[src/design/scb_pkg.sv]
// Constants and carriers for the synchronous bus master and its chip-select timer.
// Assumes a single clock; every bus pin is sampled or driven on its rising edge.
package scb_pkg;
	// ****************************************
	// Sizes and encodings
	// ****************************************
	localparam int NUM_CS = 8;
	localparam int BURST_BEATS = 4;
	localparam int MIN_BUS_CLOCKS = 2;
	localparam int MAX_WAIT_STATES = 15;
	localparam int TIMEOUT_CYCLES_DEF = 256;
	localparam logic [1:0] TSIZ_WORD = 2'h0;
	localparam logic [1:0] TSIZ_BYTE = 2'h1;
	localparam logic [1:0] TSIZ_HALF = 2'h2;
	localparam logic [1:0] ACS_NONE = 2'h0;
	localparam logic [1:0] ACS_QUARTER = 2'h1;
	localparam logic [1:0] ACS_HALF = 2'h2;
	localparam logic [1:0] LAST_BEAT = 2'h3;
	localparam logic [1:0] WORD_STEP = 2'h1;
	localparam logic [4:0] CNT_MAX = 5'h1f;
	localparam logic [31:0] ADDR_RESET = 32'h0;

	// ****************************************
	// Carriers
	// ****************************************
	typedef struct packed {
		logic [31:0] base;
		logic [31:0] mask;
		logic valid;
		logic use_pattern;
		logic [1:0] assert_delay;
		logic early_negate;
		logic relaxed;
		logic ext_hold;
		logic [3:0] wait_states;
		logic internal_ack;
		logic auto_refuse;
	} scb_cs_cfg_t;

	typedef struct packed {
		logic [31:0] addr;
		logic [1:0] size;
		logic read;
		logic [3:0] atype;
		logic burst;
		logic [31:0] wdata;
	} scb_req_t;

	typedef enum logic [1:0] {
		ST_IDLE = 2'b00,
		ST_START = 2'b01,
		ST_DATA = 2'b10,
		ST_RECOVER = 2'b11
	} scb_state_t;
endpackage

[src/design/scb_bus_master.sv]
// Synchronous 32-bit bus master: start strobe, acknowledge handling, bursts, time-out.
// Assumes peripheral pins are synchronous to MCLK; wire levels are resolved outside.
`timescale 1ns/1ps
module scb_bus_master
	import scb_pkg::*;
#(
	parameter int TIMEOUT_CYCLES = TIMEOUT_CYCLES_DEF
)(
	// Clock and reset
	input wire logic MCLK,
	input wire logic RESET,
	// Request side
	input wire logic REQ_VALID,
	input wire scb_req_t REQ,
	output logic REQ_READY,
	// Completion side
	output logic DONE,
	output logic DONE_ERR,
	output logic DONE_LAST,
	output logic [31:0] DONE_RDATA,
	// Chip-select setup
	input wire scb_cs_cfg_t [NUM_CS-1:0] CS_CFG,
	// Address phase pins
	output logic [0:31] BUS_ADDR,
	output logic TRANSFER_START_STROBE_N,
	output logic [0:1] TRANSFER_SIZE,
	output logic BUS_RD_WR,
	output logic [0:3] ADDRESS_TYPE,
	output logic BURST_DATA_IN_PROGRESS_N,
	// Data pins
	input wire logic [0:31] BUS_DATA_I,
	output logic [0:31] BUS_DATA_O,
	output logic BUS_DATA_OE,
	// Termination pins
	input wire logic TRANSFER_ACK_N,
	input wire logic TRANSFER_ERROR_ACK_N_I,
	output logic TRANSFER_ERROR_ACK_N_O,
	output logic TRANSFER_ERROR_ACK_OE,
	input wire logic BURST_REFUSE_N_I,
	output logic BURST_REFUSE_N_O,
	output logic BURST_REFUSE_OE,
	// Chip-select pins
	output logic [NUM_CS-1:0] CS_N,
	output logic WE_N,
	output logic OE_N,
	// Status
	output logic BUSY
);
	localparam int TO_W = $clog2(TIMEOUT_CYCLES + 1);
	localparam logic [TO_W-1:0] TO_LIMIT = TO_W'(TIMEOUT_CYCLES - 1);

	scb_state_t state_q;
	scb_req_t req_q;
	logic [1:0] beat_q;
	logic [1:0] left_q;
	logic burst_q;
	logic own_refuse_q;
	logic [TO_W-1:0] to_cnt_q;
	logic last_valid_q;
	logic [2:0] last_sel_q;
	logic launch_w;
	logic beat_w;
	logic finish_w;
	logic timer_ack_w;
	logic ack_w;
	logic err_w;
	logic timeout_w;
	logic refuse_w;
	logic hit_w;
	logic [2:0] sel_w;
	logic first_w;
	scb_req_t next_w;
	logic [31:0] step_addr_w;

	// ****************************************
	// Helpers
	// ****************************************
	// Lowest matching chip select wins
	function automatic logic [3:0] cs_decode(input logic [31:0] a,
		input scb_cs_cfg_t [NUM_CS-1:0] c);
		logic [3:0] r;
		r = 4'h0;
		for (int i = NUM_CS - 1; i >= 0; i--) begin
			if (c[i].valid && ((a & c[i].mask) == (c[i].base & c[i].mask))) begin
				r = {1'b1, 3'(i)};
			end
		end
		return r;
	endfunction

	// Place write data on the top lanes
	function automatic logic [31:0] lane_put(input logic [1:0] s, input logic [31:0] d);
		case (s)
			TSIZ_HALF: return {d[15:0], 16'h0};
			TSIZ_BYTE: return {d[7:0], 24'h0};
			default: return d;
		endcase
	endfunction

	// Take read data from the top lanes
	function automatic logic [31:0] lane_get(input logic [1:0] s, input logic [31:0] d);
		case (s)
			TSIZ_HALF: return {16'h0, d[31:16]};
			TSIZ_BYTE: return {24'h0, d[31:24]};
			default: return d;
		endcase
	endfunction

	// ****************************************
	// Launch decision
	// ****************************************
	// Recovery relaunches reuse the stored request with the next word address, wrapping inside the 16-byte line
	assign step_addr_w = {req_q.addr[31:4], req_q.addr[3:2] + WORD_STEP, 2'b00};
	always_comb begin
		next_w = REQ;
		if (state_q == ST_RECOVER) begin
			next_w = req_q;
			next_w.addr = step_addr_w;
			next_w.burst = 1'b0;
		end
		if (next_w.burst) begin
			next_w.addr[1:0] = 2'b00;
			next_w.size = TSIZ_WORD;
		end
	end

	assign {hit_w, sel_w} = cs_decode(next_w.addr, CS_CFG);
	assign first_w = !last_valid_q || last_sel_q != sel_w;
	assign launch_w = (state_q == ST_IDLE && REQ_VALID && REQ_READY)
		|| (state_q == ST_RECOVER && TRANSFER_ACK_N && TRANSFER_ERROR_ACK_N_I
		&& left_q != 2'h0);

	// ****************************************
	// Termination decode
	// ****************************************
	// Peripheral acknowledge, or the generator's own
	assign ack_w = !TRANSFER_ACK_N || timer_ack_w;
	assign timeout_w = to_cnt_q == TO_LIMIT;
	assign err_w = !TRANSFER_ERROR_ACK_N_I || timeout_w;
	assign refuse_w = !BURST_REFUSE_N_I || own_refuse_q;
	assign finish_w = state_q == ST_DATA && (err_w || (ack_w && !(burst_q && !refuse_w
		&& beat_q != LAST_BEAT)));
	assign beat_w = state_q == ST_DATA && !err_w && ack_w && burst_q && !refuse_w
		&& beat_q != LAST_BEAT;

	// ****************************************
	// Sequencer
	// ****************************************
	// Everything on the rising edge
	always_ff @(posedge MCLK) begin
		if (RESET) begin
			state_q <= ST_IDLE;
			req_q <= '0;
			beat_q <= 2'h0;
			left_q <= 2'h0;
			burst_q <= 1'b0;
			REQ_READY <= 1'b1;
			BUSY <= 1'b0;
		end else begin
			case (state_q)
				ST_IDLE, ST_RECOVER: begin
					if (launch_w) begin
						req_q <= next_w;
						burst_q <= next_w.burst;
						if (state_q == ST_IDLE) begin
							beat_q <= 2'h0;
							left_q <= 2'h0;
						end else begin
							left_q <= left_q - 2'h1;
						end
						REQ_READY <= 1'b0;
						BUSY <= 1'b1;
						state_q <= ST_START;
					end else if (state_q == ST_RECOVER && TRANSFER_ACK_N
						&& TRANSFER_ERROR_ACK_N_I) begin
						REQ_READY <= 1'b1;
						BUSY <= 1'b0;
						state_q <= ST_IDLE;
					end
				end
				ST_START: state_q <= ST_DATA;
				ST_DATA: begin
					if (err_w) begin
						left_q <= 2'h0;
						state_q <= ST_RECOVER;
					end else if (ack_w) begin
						beat_q <= beat_q + 2'h1;
						if (!beat_w) begin
							// Refused burst falls back to singles
							if (burst_q) begin
								left_q <= LAST_BEAT - beat_q;
							end
							burst_q <= 1'b0;
							state_q <= ST_RECOVER;
						end
					end
				end
				default: state_q <= ST_IDLE;
			endcase
		end
	end

	// ****************************************
	// Address phase and data pins
	// ****************************************
	always_ff @(posedge MCLK) begin
		if (RESET) begin
			BUS_ADDR <= ADDR_RESET;
			TRANSFER_START_STROBE_N <= 1'b1;
			TRANSFER_SIZE <= TSIZ_WORD;
			BUS_RD_WR <= 1'b1;
			ADDRESS_TYPE <= 4'h0;
			BURST_DATA_IN_PROGRESS_N <= 1'b1;
			BUS_DATA_O <= 32'h0;
			BUS_DATA_OE <= 1'b0;
		end else if (launch_w) begin
			// Port bit zero is the top address bit
			BUS_ADDR <= next_w.addr;
			TRANSFER_START_STROBE_N <= 1'b0;
			TRANSFER_SIZE <= next_w.size;
			BUS_RD_WR <= next_w.read;
			ADDRESS_TYPE <= next_w.atype;
			BURST_DATA_IN_PROGRESS_N <= !next_w.burst;
			BUS_DATA_O <= lane_put(next_w.size, next_w.wdata);
			BUS_DATA_OE <= !next_w.read;
		end else begin
			TRANSFER_START_STROBE_N <= 1'b1;
			if (beat_w && beat_q == LAST_BEAT - 2'h1) begin
				BURST_DATA_IN_PROGRESS_N <= 1'b1;
			end
			if (finish_w) begin
				BURST_DATA_IN_PROGRESS_N <= 1'b1;
				BUS_DATA_OE <= 1'b0;
			end
		end
	end

	// ****************************************
	// Completion report
	// ****************************************
	always_ff @(posedge MCLK) begin
		if (RESET) begin
			DONE <= 1'b0;
			DONE_ERR <= 1'b0;
			DONE_LAST <= 1'b0;
			DONE_RDATA <= 32'h0;
		end else begin
			DONE <= state_q == ST_DATA && (err_w || ack_w);
			DONE_ERR <= state_q == ST_DATA && err_w;
			DONE_LAST <= finish_w && (err_w || left_q == 2'h0)
				&& !(burst_q && beat_q != LAST_BEAT);
			if (state_q == ST_DATA && ack_w && !err_w && req_q.read) begin
				DONE_RDATA <= lane_get(req_q.size, BUS_DATA_I);
			end
		end
	end

	// ****************************************
	// Time-out and error drive
	// ****************************************
	always_ff @(posedge MCLK) begin
		if (RESET) begin
			to_cnt_q <= '0;
			TRANSFER_ERROR_ACK_N_O <= 1'b1;
			TRANSFER_ERROR_ACK_OE <= 1'b0;
		end else begin
			if (state_q != ST_DATA || beat_w) begin
				to_cnt_q <= '0;
			end else begin
				to_cnt_q <= to_cnt_q + TO_W'(1);
			end
			TRANSFER_ERROR_ACK_N_O <= !(state_q == ST_DATA && timeout_w);
			TRANSFER_ERROR_ACK_OE <= state_q == ST_DATA && timeout_w;
		end
	end

	// ****************************************
	// Burst refuse and chip-select history
	// ****************************************
	always_ff @(posedge MCLK) begin
		if (RESET) begin
			own_refuse_q <= 1'b0;
			BURST_REFUSE_N_O <= 1'b1;
			BURST_REFUSE_OE <= 1'b0;
			last_valid_q <= 1'b0;
			last_sel_q <= 3'h0;
		end else if (launch_w) begin
			own_refuse_q <= next_w.burst && hit_w && CS_CFG[sel_w].auto_refuse;
			BURST_REFUSE_N_O <= !(next_w.burst && hit_w && CS_CFG[sel_w].auto_refuse);
			BURST_REFUSE_OE <= next_w.burst && hit_w && CS_CFG[sel_w].auto_refuse;
			last_valid_q <= hit_w;
			last_sel_q <= sel_w;
		end else if (finish_w) begin
			own_refuse_q <= 1'b0;
			BURST_REFUSE_N_O <= 1'b1;
			BURST_REFUSE_OE <= 1'b0;
		end
	end

	scb_cs_timer u_timer (
		.clk(MCLK),
		.rst(RESET),
		.launch(launch_w),
		.beat(beat_w),
		.finish(finish_w),
		.hit(hit_w),
		.sel(sel_w),
		.first_access(first_w),
		.read(next_w.read),
		.cfg(CS_CFG[sel_w]),
		.cs_n_o(CS_N),
		.we_n_o(WE_N),
		.oe_n_o(OE_N),
		.int_ack_o(timer_ack_w)
	);
endmodule

[src/design/scb_cs_timer.sv]
// General chip-select timer: one active chip select, setup delay, wait states, early release.
// Assumes launch comes one clock before the start strobe and finish on the ending edge.
`timescale 1ns/1ps
module scb_cs_timer
	import scb_pkg::*;
(
	// Clock and reset
	input wire logic clk,
	input wire logic rst,
	// Control from the bus sequencer
	input wire logic launch,
	input wire logic beat,
	input wire logic finish,
	input wire logic hit,
	input wire logic [2:0] sel,
	input wire logic first_access,
	input wire logic read,
	input wire scb_cs_cfg_t cfg,
	// Pins and internal acknowledge
	output logic [NUM_CS-1:0] cs_n_o,
	output logic we_n_o,
	output logic oe_n_o,
	output logic int_ack_o
);
	scb_cs_cfg_t cfg_q;
	logic active_q;
	logic en_q;
	logic read_q;
	logic [2:0] sel_q;
	logic [4:0] cnt_q;
	logic [4:0] setup_q;
	logic [4:0] setup_w;
	logic [4:0] last_w;
	logic [4:0] next_w;
	logic on_w;

	function automatic logic [4:0] last_of(input logic [4:0] s, input logic [3:0] w);
		logic [4:0] t;
		t = s + {1'b0, w};
		return (t == 5'h0) ? 5'h1 : t;
	endfunction

	assign setup_w = {4'h0, cfg.assert_delay != ACS_NONE} + {4'h0, cfg.relaxed}
		+ {4'h0, cfg.ext_hold & first_access};
	assign last_w = last_of(setup_q, cfg_q.wait_states);
	assign next_w = (cnt_q == CNT_MAX) ? CNT_MAX : cnt_q + 5'h1;
	assign on_w = (next_w >= setup_q) && !(cfg_q.early_negate && cfg_q.internal_ack
		&& next_w >= last_w);

	// ****************************************
	// Timing state
	// ****************************************
	always_ff @(posedge clk) begin
		if (rst) begin
			cfg_q <= '0;
			active_q <= 1'b0;
			en_q <= 1'b0;
			read_q <= 1'b0;
			sel_q <= 3'h0;
			cnt_q <= 5'h0;
			setup_q <= 5'h0;
		end else if (launch) begin
			cfg_q <= cfg;
			active_q <= 1'b1;
			en_q <= hit && cfg.valid && !cfg.use_pattern;
			read_q <= read;
			sel_q <= sel;
			cnt_q <= 5'h0;
			setup_q <= setup_w;
		end else if (finish) begin
			active_q <= 1'b0;
			cnt_q <= 5'h0;
		end else if (beat) begin
			cnt_q <= 5'h0;
			setup_q <= 5'h0;
		end else if (active_q) begin
			cnt_q <= next_w;
		end
	end

	// ****************************************
	// Pin drive
	// ****************************************
	always_ff @(posedge clk) begin
		if (rst) begin
			cs_n_o <= '1;
			we_n_o <= 1'b1;
			oe_n_o <= 1'b1;
			int_ack_o <= 1'b0;
		end else if (launch) begin
			cs_n_o <= '1;
			if (hit && cfg.valid && !cfg.use_pattern && setup_w == 5'h0) begin
				cs_n_o[sel] <= 1'b0;
			end
			we_n_o <= !(hit && cfg.valid && !cfg.use_pattern && setup_w == 5'h0 && !read);
			oe_n_o <= !(hit && cfg.valid && !cfg.use_pattern && setup_w == 5'h0 && read);
			int_ack_o <= 1'b0;
		end else if (finish || !active_q) begin
			cs_n_o <= '1;
			we_n_o <= 1'b1;
			oe_n_o <= 1'b1;
			int_ack_o <= 1'b0;
		end else begin
			cs_n_o <= '1;
			cs_n_o[sel_q] <= !(en_q && (beat || on_w));
			we_n_o <= !(en_q && (beat || on_w) && !read_q);
			oe_n_o <= !(en_q && (beat || on_w) && read_q);
			int_ack_o <= en_q && cfg_q.internal_ack && !beat
				&& next_w == last_w;
		end
	end
endmodule

[config.mk]
export PLATFORM = sky130hd
export DESIGN_NAME = scb_bus_master
export DESIGN_NICKNAME = d
export VERILOG_FILES = /design/src/design/scb_pkg.sv /design/src/design/scb_bus_master.sv /design/src/design/scb_cs_timer.sv
export SDC_FILE = /design/constraint.sdc
export NUM_CORES = 1
export LEC_CHECK = 0
export ABC_AREA = 1
export BUFFER_PORTS_ARGS = -buffer_cell sky130_fd_sc_hd__buf_2
export CAP_MARGIN = 10
export CORE_AREA = 2 2 333 335
export CTS_BUF_LIST = sky130_fd_sc_hd__clkbuf_8
export DETAILED_ROUTE_END_ITERATION = 10
export DIE_AREA = 0 0 335 337
export GPL_ROUTABILITY_DRIVEN = 1
export PLACE_DENSITY = 0.37
export SLEW_MARGIN = 20
export SYNTH_ARGS = -nofsm -noshare
export SYNTH_HDL_FRONTEND = slang
export SYNTH_SLANG_ARGS = --single-unit
[constraint.sdc]
create_clock -name MCLK -period 10.95 [get_ports MCLK]
set_input_delay 2.19 -clock MCLK [delete_from_list [all_inputs] [get_ports MCLK]]
set_output_delay 2.19 -clock MCLK [all_outputs]
set_load 0.005 [all_outputs]
==> impl_metrics.xml, run 1 <==
<?xml version="1.0" encoding="UTF-8"?>
<metrics>
  <group name="status">
    <metric name="run_status" unit="">completed</metric>
  </group>
  <group name="routing">
    <metric name="vias" unit="">23149</metric>
    <metric name="drt_drc_violations_left" unit="">0</metric>
    <metric name="route.detailed.vias_per_inst" unit="">4.55</metric>
    <metric name="routed_wirelength" unit="um">138000</metric>
    <metric name="drt_first_iter_violations" unit="">1714</metric>
    <metric name="postRouteAntennaNets" unit="">0</metric>
    <metric name="wl_per_instance" unit="um">27.1</metric>
    <metric name="drt_pass1_iterations" unit="">5</metric>
  </group>
  <group name="yosys">
    <metric name="netlist_instances" unit="">2772</metric>
    <metric name="synth_top_cells_by_area" unit="">dfxtp_1 (27%), nand2_1 (18%), nand3_1 (11%)</metric>
    <metric name="seq_area_frac_synth" unit="%">27.5</metric>
    <metric name="synthArstFlopShare" unit="%">0</metric>
    <metric name="edff_count_synth" unit="">0</metric>
    <metric name="post_synth.cell_area_avg" unit="sq um">6.10</metric>
    <metric name="synthDistinctLibCells" unit="">53</metric>
    <metric name="mappedNetlistNets" unit="">3528</metric>
    <metric name="synth.top_cells.by_count" unit="">nand2_1 (791), nand3_1 (360), nor2_1 (248), inv_1 (244), dfxtp_1 (232)</metric>
    <metric name="synth_ff_type" unit="">dfxtp_1</metric>
    <metric name="synthMostInstantiatedCell" unit="">nand2_1</metric>
    <metric name="synth.cell_area" unit="sq mm">0.0169</metric>
    <metric name="synthDominantAreaCellType" unit="">dfxtp_1</metric>
    <metric name="synthDominantCellAreaShare" unit="%">27.5</metric>
    <metric name="synth_warnings" unit="">0</metric>
    <metric name="ys_ff_latch" unit="">232</metric>
  </group>
  <group name="floorplan">
    <metric name="floorplan.die_area" unit="sq mm">0.113</metric>
    <metric name="die_h" unit="um">337</metric>
    <metric name="top_level_ports" unit="">851</metric>
    <metric name="floorplan_row_count" unit="">122</metric>
    <metric name="floorplan.initialDensity" unit="%">15.4</metric>
    <metric name="core_region_area" unit="sq mm">0.110</metric>
    <metric name="die_w" unit="um">335</metric>
  </group>
  <group name="worst_setup_path">
    <metric name="worstSetupStartpointType" unit="">primary input</metric>
    <metric name="timing.critical_path.to_type" unit="">register</metric>
    <metric name="timing.critical_path.arrival" unit="ns">8.47</metric>
    <metric name="reg2reg_slack" unit="ns">3.14</metric>
    <metric name="cp.required" unit="ns">11.51</metric>
    <metric name="worst-path-max-fanout" unit="">36</metric>
    <metric name="criticalPathCategory" unit="">in2reg</metric>
  </group>
  <group name="clock_tree">
    <metric name="post_cts.repair.setup_buffers" unit="">0</metric>
    <metric name="cts_tree" unit="">yes</metric>
    <metric name="cts_h_tree_depth" unit="">2</metric>
    <metric name="post_cts_resize_count" unit="">0</metric>
    <metric name="postCtsHoldBufs" unit="">0</metric>
    <metric name="cts_bufs_inserted" unit="">54</metric>
    <metric name="clockRootBuffer" unit="">clkbuf_8</metric>
    <metric name="clock-sinks" unit="">232</metric>
    <metric name="insertion_delay" unit="ns">0.73</metric>
    <metric name="clock_path_buffers" unit="">3</metric>
    <metric name="clkSlewWorstSetupHoldPaths" unit="ns">0.07</metric>
  </group>
  <group name="power">
    <metric name="vdd.ir_drop.worst" unit="V">0.0000834</metric>
    <metric name="cellLeakagePower" unit="uW">0.0117</metric>
    <metric name="power_density" unit="mW/mm^2">157</metric>
  </group>
  <group name="placed_design">
    <metric name="post_dp_hpwl" unit="um">116000</metric>
    <metric name="placement.io_buffers" unit="">850</metric>
    <metric name="globalplace.congestion" unit="">0.954</metric>
  </group>
  <group name="global_route">
    <metric name="grt_max_degree" unit="">60</metric>
    <metric name="grt_pass1_vias" unit="">21960</metric>
    <metric name="global_route.overflow_total" unit="">0</metric>
    <metric name="antenna_violations_before_repair" unit="">104</metric>
    <metric name="grt_usage" unit="%">23.1</metric>
    <metric name="grt_pass1_wl" unit="um">180000</metric>
  </group>
  <group name="timing">
    <metric name="final_clock_skew" unit="ns">0.0579</metric>
    <metric name="final-max-slew-violation-count" unit="">0</metric>
    <metric name="finalHoldViolations" unit="">0</metric>
    <metric name="least_margin_pin_slew" unit="ns">0.993</metric>
    <metric name="rsz0062_at_grt" unit="">false</metric>
    <metric name="post-route-min-period" unit="ns">7.91</metric>
    <metric name="timing.final.crit_share" unit="%">72.2</metric>
    <metric name="max_slew_margin" unit="%">33.1</metric>
    <metric name="setup-violations-final" unit="">0</metric>
    <metric name="setup-tns-final" unit="ns">0</metric>
    <metric name="fmax" unit="MHz">126</metric>
    <metric name="hold_ws" unit="ns">0.447</metric>
  </group>
  <group name="run">
    <metric name="max_cap_violations" unit="">0</metric>
  </group>
  <group name="final_layout">
    <metric name="layout-area-overhead-vs-synth" unit="%">41.7</metric>
    <metric name="drive_gt1_share" unit="%">28.1</metric>
    <metric name="fin_nets" unit="">4339</metric>
  </group>
  <group name="hold_path">
    <metric name="worstHoldPathType" unit="">reg2reg</metric>
  </group>
</metrics>
-- metal layers --
| layer | vias up | global-route usage, % | part of all wire (%) |
|---|---|---|---|
| met5 | - | 0 | 0.26 |
| met4 | 58 | 8.60 | 4.1 |
| met3 | 290 | 5.73 | 7.1 |
| met2 | 925 | 39.5 | 48 |
| met1 | 10876 | 27.9 | 41 |
| li1 | 11000 | - | - |
-- flip-flops by register name, indices dropped and copies added (netlist names), 4 cells and up --
register / count
u_timer.cs_n_o: 8
req_q: 69
ADDRESS_TYPE: 4
u_timer.cnt_q: 5
to_cnt_q: 9
DONE_RDATA: 32
u_timer.cfg_q: 6
BUS_DATA_O: 32
BUS_ADDR: 32
-- layout make-up --
cell class / instances / area [sq um]
antenna: 36 / 90.1
fill: 12791 / 85600
sequential: 232 / 4640
clock buffer: 69 / 950
multi-input combinational: 2169 / 10900
tap: 1426 / 1780
clock inverter: 26 / 238
inverter: 256 / 962
timing repair buffer: 870 / 4420
-- stage by stage --
step                utilization [%]  setup slack [ns]  power (uW)  instance area (sq um)  cells
global placement               20.7              2.32        2630                  22700   4952
finish                         21.9              3.04        3760                  24000   5084
CTS                            21.8              3.05        3830                  23800   5047
detailed placement             20.7              2.28        2630                  22700   4952
floorplan                         -              5.01        1870                  16900   2772
global route                   21.8              2.52        4000                  23900   5063
-- placed cells by master, fill, tap and decap left out, types with 5 or more instances in the layout --
cell and n:
nor2_2 6, o22ai_1 28, nand3_1 360, nor3_1 24
ha_1 26, dfxtp_1 232, o21ai_1 8, o31ai_1 30
o41ai_1 5, a21oi_1 125, nor3b_1 8, nand4_1 70
or2_2 17, a32o_1 19, nand2_2 17, inv_2 13
o21bai_1 8, a41oi_1 8, nor4_1 6, clkbuf_8 69
buf_4 20, buf_2 849, nand2_1 791, xor2_1 13
diode_2 36, o21a_1 5, a21boi_0 12, inv_1 256
a31oi_1 13, o21ai_0 145, o211ai_1 5, nand3b_1 134
nor2_1 244, a22o_1 8, clkinv_2 6
-- final timing paths --
kind / startpoint / to / depth (start not counted)
max reg2reg: state_q[1]$_SDFFE_PP0P_ / u_timer.cs_n_o[3]$_SDFF_PP1_ / 28
min: ADDRESS_TYPE[1]$_SDFFE_PP0N_ / ADDRESS_TYPE[1]$_SDFFE_PP0N_ / 2
min reg2reg: ADDRESS_TYPE[1]$_SDFFE_PP0N_ / ADDRESS_TYPE[1]$_SDFFE_PP0N_ / 2
max: REQ[32] / u_timer.cs_n_o[3]$_SDFF_PP1_ / 24
-- report_power, final --
group	internal (uW)	switching (uW)	total, uW
clock	661	502	1160
combinational	462	1020	1490
sequential	1020	92.8	1110
total	2140	1620	3760
-- cell families (layout without fill, tap and decap cells) --
family	Yosys count	after routing	share of synthesized area [%]
other cells	0	36	0
buf+inv	371	1221	8.58
simple gates	1692	1692	45.6
compound gates	430	430	15.2
xor+xnor	17	17	0.880
fa+ha+maj	30	30	2.31
flops	232	232	27.5
-- critical path: stages --
cell	delay (ns)
buf_2	0.15
nor2_1	0.60
nand2_1	0.53
inv_1	0.23
nand2_1	0.07
nand3_1	0.12
nand2_1	0.07
nor3b_1	0.37
nand4_1	0.27
nor2_1	0.39
nand3_1	0.14
nand2_2	0.20
nand2_2	0.45
nand2_1	0.46
o22ai_1	0.14
nor2_1	0.10
nor3b_1	0.33
ha_1	0.30
ha_1	0.20
ha_1	0.21
nor3_1	0.31
nand4_2	0.29
o21bai_1	0.24
nand2_1	0.07
(Power assumes the default switching activity.)
==> run 2, diff against run 1 <==
--- a/config.mk
+++ b/config.mk
@@ -5,15 +5,15 @@
 export SDC_FILE = /design/constraint.sdc
 export NUM_CORES = 1
 export LEC_CHECK = 0
-export ABC_AREA = 1
+export ABC_AREA = 0
 export BUFFER_PORTS_ARGS = -buffer_cell sky130_fd_sc_hd__buf_2
 export CAP_MARGIN = 10
-export CORE_AREA = 2 2 333 335
+export CORE_AREA = 2 2 335 337
 export CTS_BUF_LIST = sky130_fd_sc_hd__clkbuf_8
 export DETAILED_ROUTE_END_ITERATION = 10
-export DIE_AREA = 0 0 335 337
+export DIE_AREA = 0 0 337 339
 export GPL_ROUTABILITY_DRIVEN = 1
-export PLACE_DENSITY = 0.37
+export PLACE_DENSITY = 0.36
 export SLEW_MARGIN = 20
 export SYNTH_ARGS = -nofsm -noshare
 export SYNTH_HDL_FRONTEND = slang
==> constraint.sdc (replaced) <==
create_clock -name MCLK -period 7.9 [get_ports MCLK]
set_input_delay 1.58 -clock MCLK [delete_from_list [all_inputs] [get_ports MCLK]]
set_output_delay 1.58 -clock MCLK [all_outputs]
set_load 0.005 [all_outputs]
==> run 2 against run 1 <==
Cell count down 13%. Synthesized cell count down 28%. Clock-buffer cell count down 2. Global-route usage down 1.3 points. Hold slack worse by 0.0011 ns. Highest routed layer unchanged.
==> impl_metrics.xml, run 2 <==
<?xml version="1.0" encoding="UTF-8"?>
<metrics>
  <group name="floorplan">
    <metric name="die_w" unit="um">337</metric>
    <metric name="floorplan.die_area" unit="sq mm">0.114</metric>
    <metric name="floorplan.initialDensity" unit="%">14.5</metric>
    <metric name="die_h" unit="um">339</metric>
    <metric name="core_region_area" unit="sq mm">0.110</metric>
    <metric name="floorplan_row_count" unit="">122</metric>
    <metric name="top_level_ports" unit="">851</metric>
  </group>
  <group name="yosys">
    <metric name="post_synth.cell_area_avg" unit="sq um">8.08</metric>
    <metric name="synth.cell_area" unit="sq mm">0.0160</metric>
    <metric name="synthDominantCellAreaShare" unit="%">28.9</metric>
    <metric name="synth_warnings" unit="">0</metric>
    <metric name="mappedNetlistNets" unit="">2741</metric>
    <metric name="synthArstFlopShare" unit="%">0</metric>
    <metric name="ys_ff_latch" unit="">232</metric>
    <metric name="synthDistinctLibCells" unit="">82</metric>
    <metric name="synth_top_cells_by_area" unit="">dfxtp_1 (29%), xnor2_1 (12%), nand2_1 (7.6%)</metric>
    <metric name="synth_ff_type" unit="">dfxtp_1</metric>
    <metric name="synth.top_cells.by_count" unit="">nand2_1 (323), dfxtp_1 (232), xnor2_1 (218), nor2_1 (142), a21oi_1 (138)</metric>
    <metric name="edff_count_synth" unit="">0</metric>
    <metric name="synthDominantAreaCellType" unit="">dfxtp_1</metric>
    <metric name="seq_area_frac_synth" unit="%">28.9</metric>
    <metric name="netlist_instances" unit="">1985</metric>
    <metric name="synthMostInstantiatedCell" unit="">nand2_1</metric>
  </group>
  <group name="clock_tree">
    <metric name="clock_path_buffers" unit="">3</metric>
    <metric name="cts_tree" unit="">yes</metric>
    <metric name="clkSlewWorstSetupHoldPaths" unit="ns">0.06</metric>
    <metric name="cts_h_tree_depth" unit="">2</metric>
    <metric name="insertion_delay" unit="ns">0.66</metric>
    <metric name="post_cts_resize_count" unit="">0</metric>
    <metric name="clock-sinks" unit="">232</metric>
    <metric name="post_cts.repair.setup_buffers" unit="">0</metric>
    <metric name="cts_bufs_inserted" unit="">50</metric>
    <metric name="clockRootBuffer" unit="">clkbuf_8</metric>
    <metric name="postCtsHoldBufs" unit="">0</metric>
  </group>
  <group name="timing">
    <metric name="rsz0062_at_grt" unit="">false</metric>
    <metric name="setup-tns-final" unit="ns">0</metric>
    <metric name="final_clock_skew" unit="ns">0.0424</metric>
    <metric name="post-route-min-period" unit="ns">7.16</metric>
    <metric name="fmax" unit="MHz">140</metric>
    <metric name="final-max-slew-violation-count" unit="">0</metric>
    <metric name="max_slew_margin" unit="%">31.8</metric>
    <metric name="setup-violations-final" unit="">0</metric>
    <metric name="timing.final.crit_share" unit="%">90.7</metric>
    <metric name="finalHoldViolations" unit="">0</metric>
    <metric name="least_margin_pin_slew" unit="ns">1.00</metric>
  </group>
  <group name="hold_path">
    <metric name="timing.hold.worst_path_depth" unit="">2</metric>
    <metric name="min_to" unit="">BUS_DATA_O[27]$_SDFFE_PP0N_</metric>
    <metric name="worstHoldPathType" unit="">reg2reg</metric>
    <metric name="hold_path_startpoint" unit="">BUS_DATA_O[27]$_SDFFE_PP0N_</metric>
  </group>
  <group name="global_route">
    <metric name="grt_pass1_vias" unit="">19668</metric>
    <metric name="grt_max_degree" unit="">82</metric>
    <metric name="grt_pass1_wl" unit="um">171000</metric>
    <metric name="grt_usage" unit="%">21.9</metric>
    <metric name="global_route.overflow_total" unit="">0</metric>
    <metric name="antenna_violations_before_repair" unit="">90</metric>
  </group>
  <group name="routing">
    <metric name="wl_per_instance" unit="um">29.4</metric>
    <metric name="drt_drc_violations_left" unit="">0</metric>
    <metric name="routed_wirelength" unit="um">131000</metric>
    <metric name="drt_pass1_iterations" unit="">6</metric>
    <metric name="postRouteAntennaNets" unit="">0</metric>
    <metric name="vias" unit="">19629</metric>
    <metric name="drt_first_iter_violations" unit="">1502</metric>
    <metric name="route.detailed.vias_per_inst" unit="">4.42</metric>
  </group>
  <group name="power">
    <metric name="power_density" unit="mW/mm^2">231</metric>
    <metric name="power.internal" unit="uW">3180</metric>
    <metric name="p_clk_share" unit="%">27.7</metric>
    <metric name="pwr-share-seq" unit="%">28.9</metric>
    <metric name="p_sw" unit="uW">2290</metric>
    <metric name="cellLeakagePower" unit="uW">0.00977</metric>
    <metric name="sw_frac_of_total" unit="%">41.9</metric>
    <metric name="power_frac_comb" unit="%">43.4</metric>
    <metric name="vdd.ir_drop.worst" unit="V">0.000147</metric>
  </group>
  <group name="worst_setup_path">
    <metric name="criticalPathCategory" unit="">reg2reg</metric>
    <metric name="highest_delay_cell_along_the_critical_path" unit="">mux2i_4</metric>
    <metric name="timing.critical_path.to_type" unit="">register</metric>
    <metric name="regToRegEndpoint" unit="">u_timer.cs_n_o[3]$_SDFF_PP1_</metric>
    <metric name="cp.required" unit="ns">8.42</metric>
    <metric name="worstSetupStartpointType" unit="">register</metric>
    <metric name="reg2reg_slack" unit="ns">0.74</metric>
    <metric name="critPathLaunch" unit="">state_q[0]$_SDFFE_PP0P_</metric>
    <metric name="max_stage_delay" unit="ns">0.87</metric>
    <metric name="worst-path-max-fanout" unit="">14</metric>
    <metric name="reg2reg_depth" unit="">21</metric>
    <metric name="critical-path-top-cell-by-count" unit="">ha_1</metric>
    <metric name="sequence_of_cells_on_the_critical_path" unit="">ha_4 -&gt; buf_12 -&gt; mux2i_4 -&gt; buf_4 -&gt; xnor2_1 -&gt; a22oi_1 -&gt; nand4_1 -&gt; nor4_1 -&gt; and2_1 -&gt; a31oi_1 -&gt; a21boi_2 -&gt; buf_4 -&gt; o311ai_0 -&gt; a211o_1 -&gt; ha_1 -&gt; ha_1 -&gt; ha_1 -&gt; or3_1 -&gt; a31o_2 -&gt; nor4b_1 -&gt; o22ai_1</metric>
    <metric name="timing.critical_path.arrival" unit="ns">7.68</metric>
    <metric name="r2r-start" unit="">state_q[0]$_SDFFE_PP0P_</metric>
  </group>
  <group name="final_layout">
    <metric name="top_register" unit="">req_q</metric>
    <metric name="layout-area-overhead-vs-synth" unit="%">48.0</metric>
    <metric name="finalCoreUtilization" unit="%">21.5</metric>
    <metric name="leading_cell_type_in_the_layout_fill_and_taps_excluded" unit="">buf_2</metric>
    <metric name="largest_reg_flops" unit="">69</metric>
    <metric name="fin_nets" unit="">3627</metric>
    <metric name="drive_gt1_share" unit="%">37.6</metric>
    <metric name="final_cell_mix" unit="">buf_2 (849), nand2_1 (323), dfxtp_1 (232)</metric>
    <metric name="fill_cells" unit="">12598</metric>
  </group>
  <group name="placed_design">
    <metric name="post_dp_hpwl" unit="um">110000</metric>
    <metric name="globalplace.congestion" unit="">0.980</metric>
    <metric name="placement.io_buffers" unit="">850</metric>
  </group>
  <group name="run">
    <metric name="max_cap_violations" unit="">0</metric>
  </group>
  <group name="status">
    <metric name="run_status" unit="">completed</metric>
  </group>
</metrics>
==> run 2: cell types whose count changed in the layout (fill, tap and decap cells not counted), sizes merged, moves of 104 or more <==
| cell | change |
|---|---|
| nand2 | -485 |
| nand3 | -302 |
| inv | -226 |
| xnor2 | +214 |
| nand3b | -133 |
| nor2 | -110 |
| o21ai | -104 |
==> run 2: layout make-up <==
type                       instances  area [sq um]  share of cell area (%)
clock inverter                    23           220                   0.927
tap                             1488          1860                    7.84
timing repair buffer             937          4930                    20.7
antenna                           47           118                   0.495
inverter                          31           116                   0.490
clock buffer                      67           922                    3.88
sequential                       232          4640                    19.6
multi-input combinational       1619         10900                    46.1
==> run 2: power groups by stage <==
stage                     logic (uW)  registers [uW]  clock network (uW)
final                           2380            1580                1520
after detailed placement        2410            1610                   0
after global placement          2410            1600                   0
after floorplan                 1290            1570                   0
after global routing            2600            1610                1620
after CTS                       2410            1580                1580
==> run 2: logic make-up (layout without fill, tap and decap cells) <==
logic type	Yosys count	in the layout	synth area share, %
compound gates	517	517	22.5
xor+xnor	233	233	12.7
fa+ha+maj	30	30	2.43
buf+inv	134	1058	3.32
flops	232	232	28.9
mux	109	109	9.19
other cells	0	47	0
simple gates	730	730	20.9
==> run 2: worst max path at each step <==
stage | endpoint | slack [ns] | depth (start not counted)
final | u_timer.cs_n_o[3]$_SDFF_PP1_ | 0.74 | 21
after global routing | u_timer.cs_n_o[3]$_SDFF_PP1_ | 0.32 | 22
after CTS | u_timer.cs_n_o[3]$_SDFF_PP1_ | 0.58 | 22
after detailed placement | u_timer.cs_n_o[3]$_SDFF_PP1_ | 0.18 | 21
after global placement | u_timer.cs_n_o[3]$_SDFF_PP1_ | 0.21 | 21
after floorplan | u_timer.cs_n_o[6]$_SDFF_PP1_ | 1.71 | 19
==> run 2: worst max-delay path: cells and delay by family (launching register included) <==
| kind | cells | cell delay (ns) |
|---|---|---|
| xor gates and xnor gates | 1 | 0.06 |
| and+or+nand+nor | 5 | 1.96 |
| DFF | 1 | 0.41 |
| adders and majority gates | 4 | 1.12 |
| AOI/OAI and AO/OA | 7 | 1.75 |
| buffers and inverters | 3 | 0.81 |
| muxes | 1 | 0.87 |
==> run 2: layer usage <==
metal	vias up	part of all wire, %	track usage [%]
met2	914	47	35.6
li1	9070	-	-
met3	199	8.9	6.01
met4	38	3.0	8.84
met5	-	0.20	0
met1	9408	41	27.1
==> run 2: stage by stage <==
stage               cell area (sq um)  hold slack, ns  power, uW  std cells  setup WS [ns]
floorplan                       16000           0.426       2870       1985           1.71
global placement                22500           0.433       4010       4307          0.211
detailed placement              22500           0.439       4010       4307          0.176
CTS                             23600           0.450       5580       4397          0.580
global route                    23700           0.467       5830       4431          0.322
finish                          23700           0.446       5480       4444          0.736
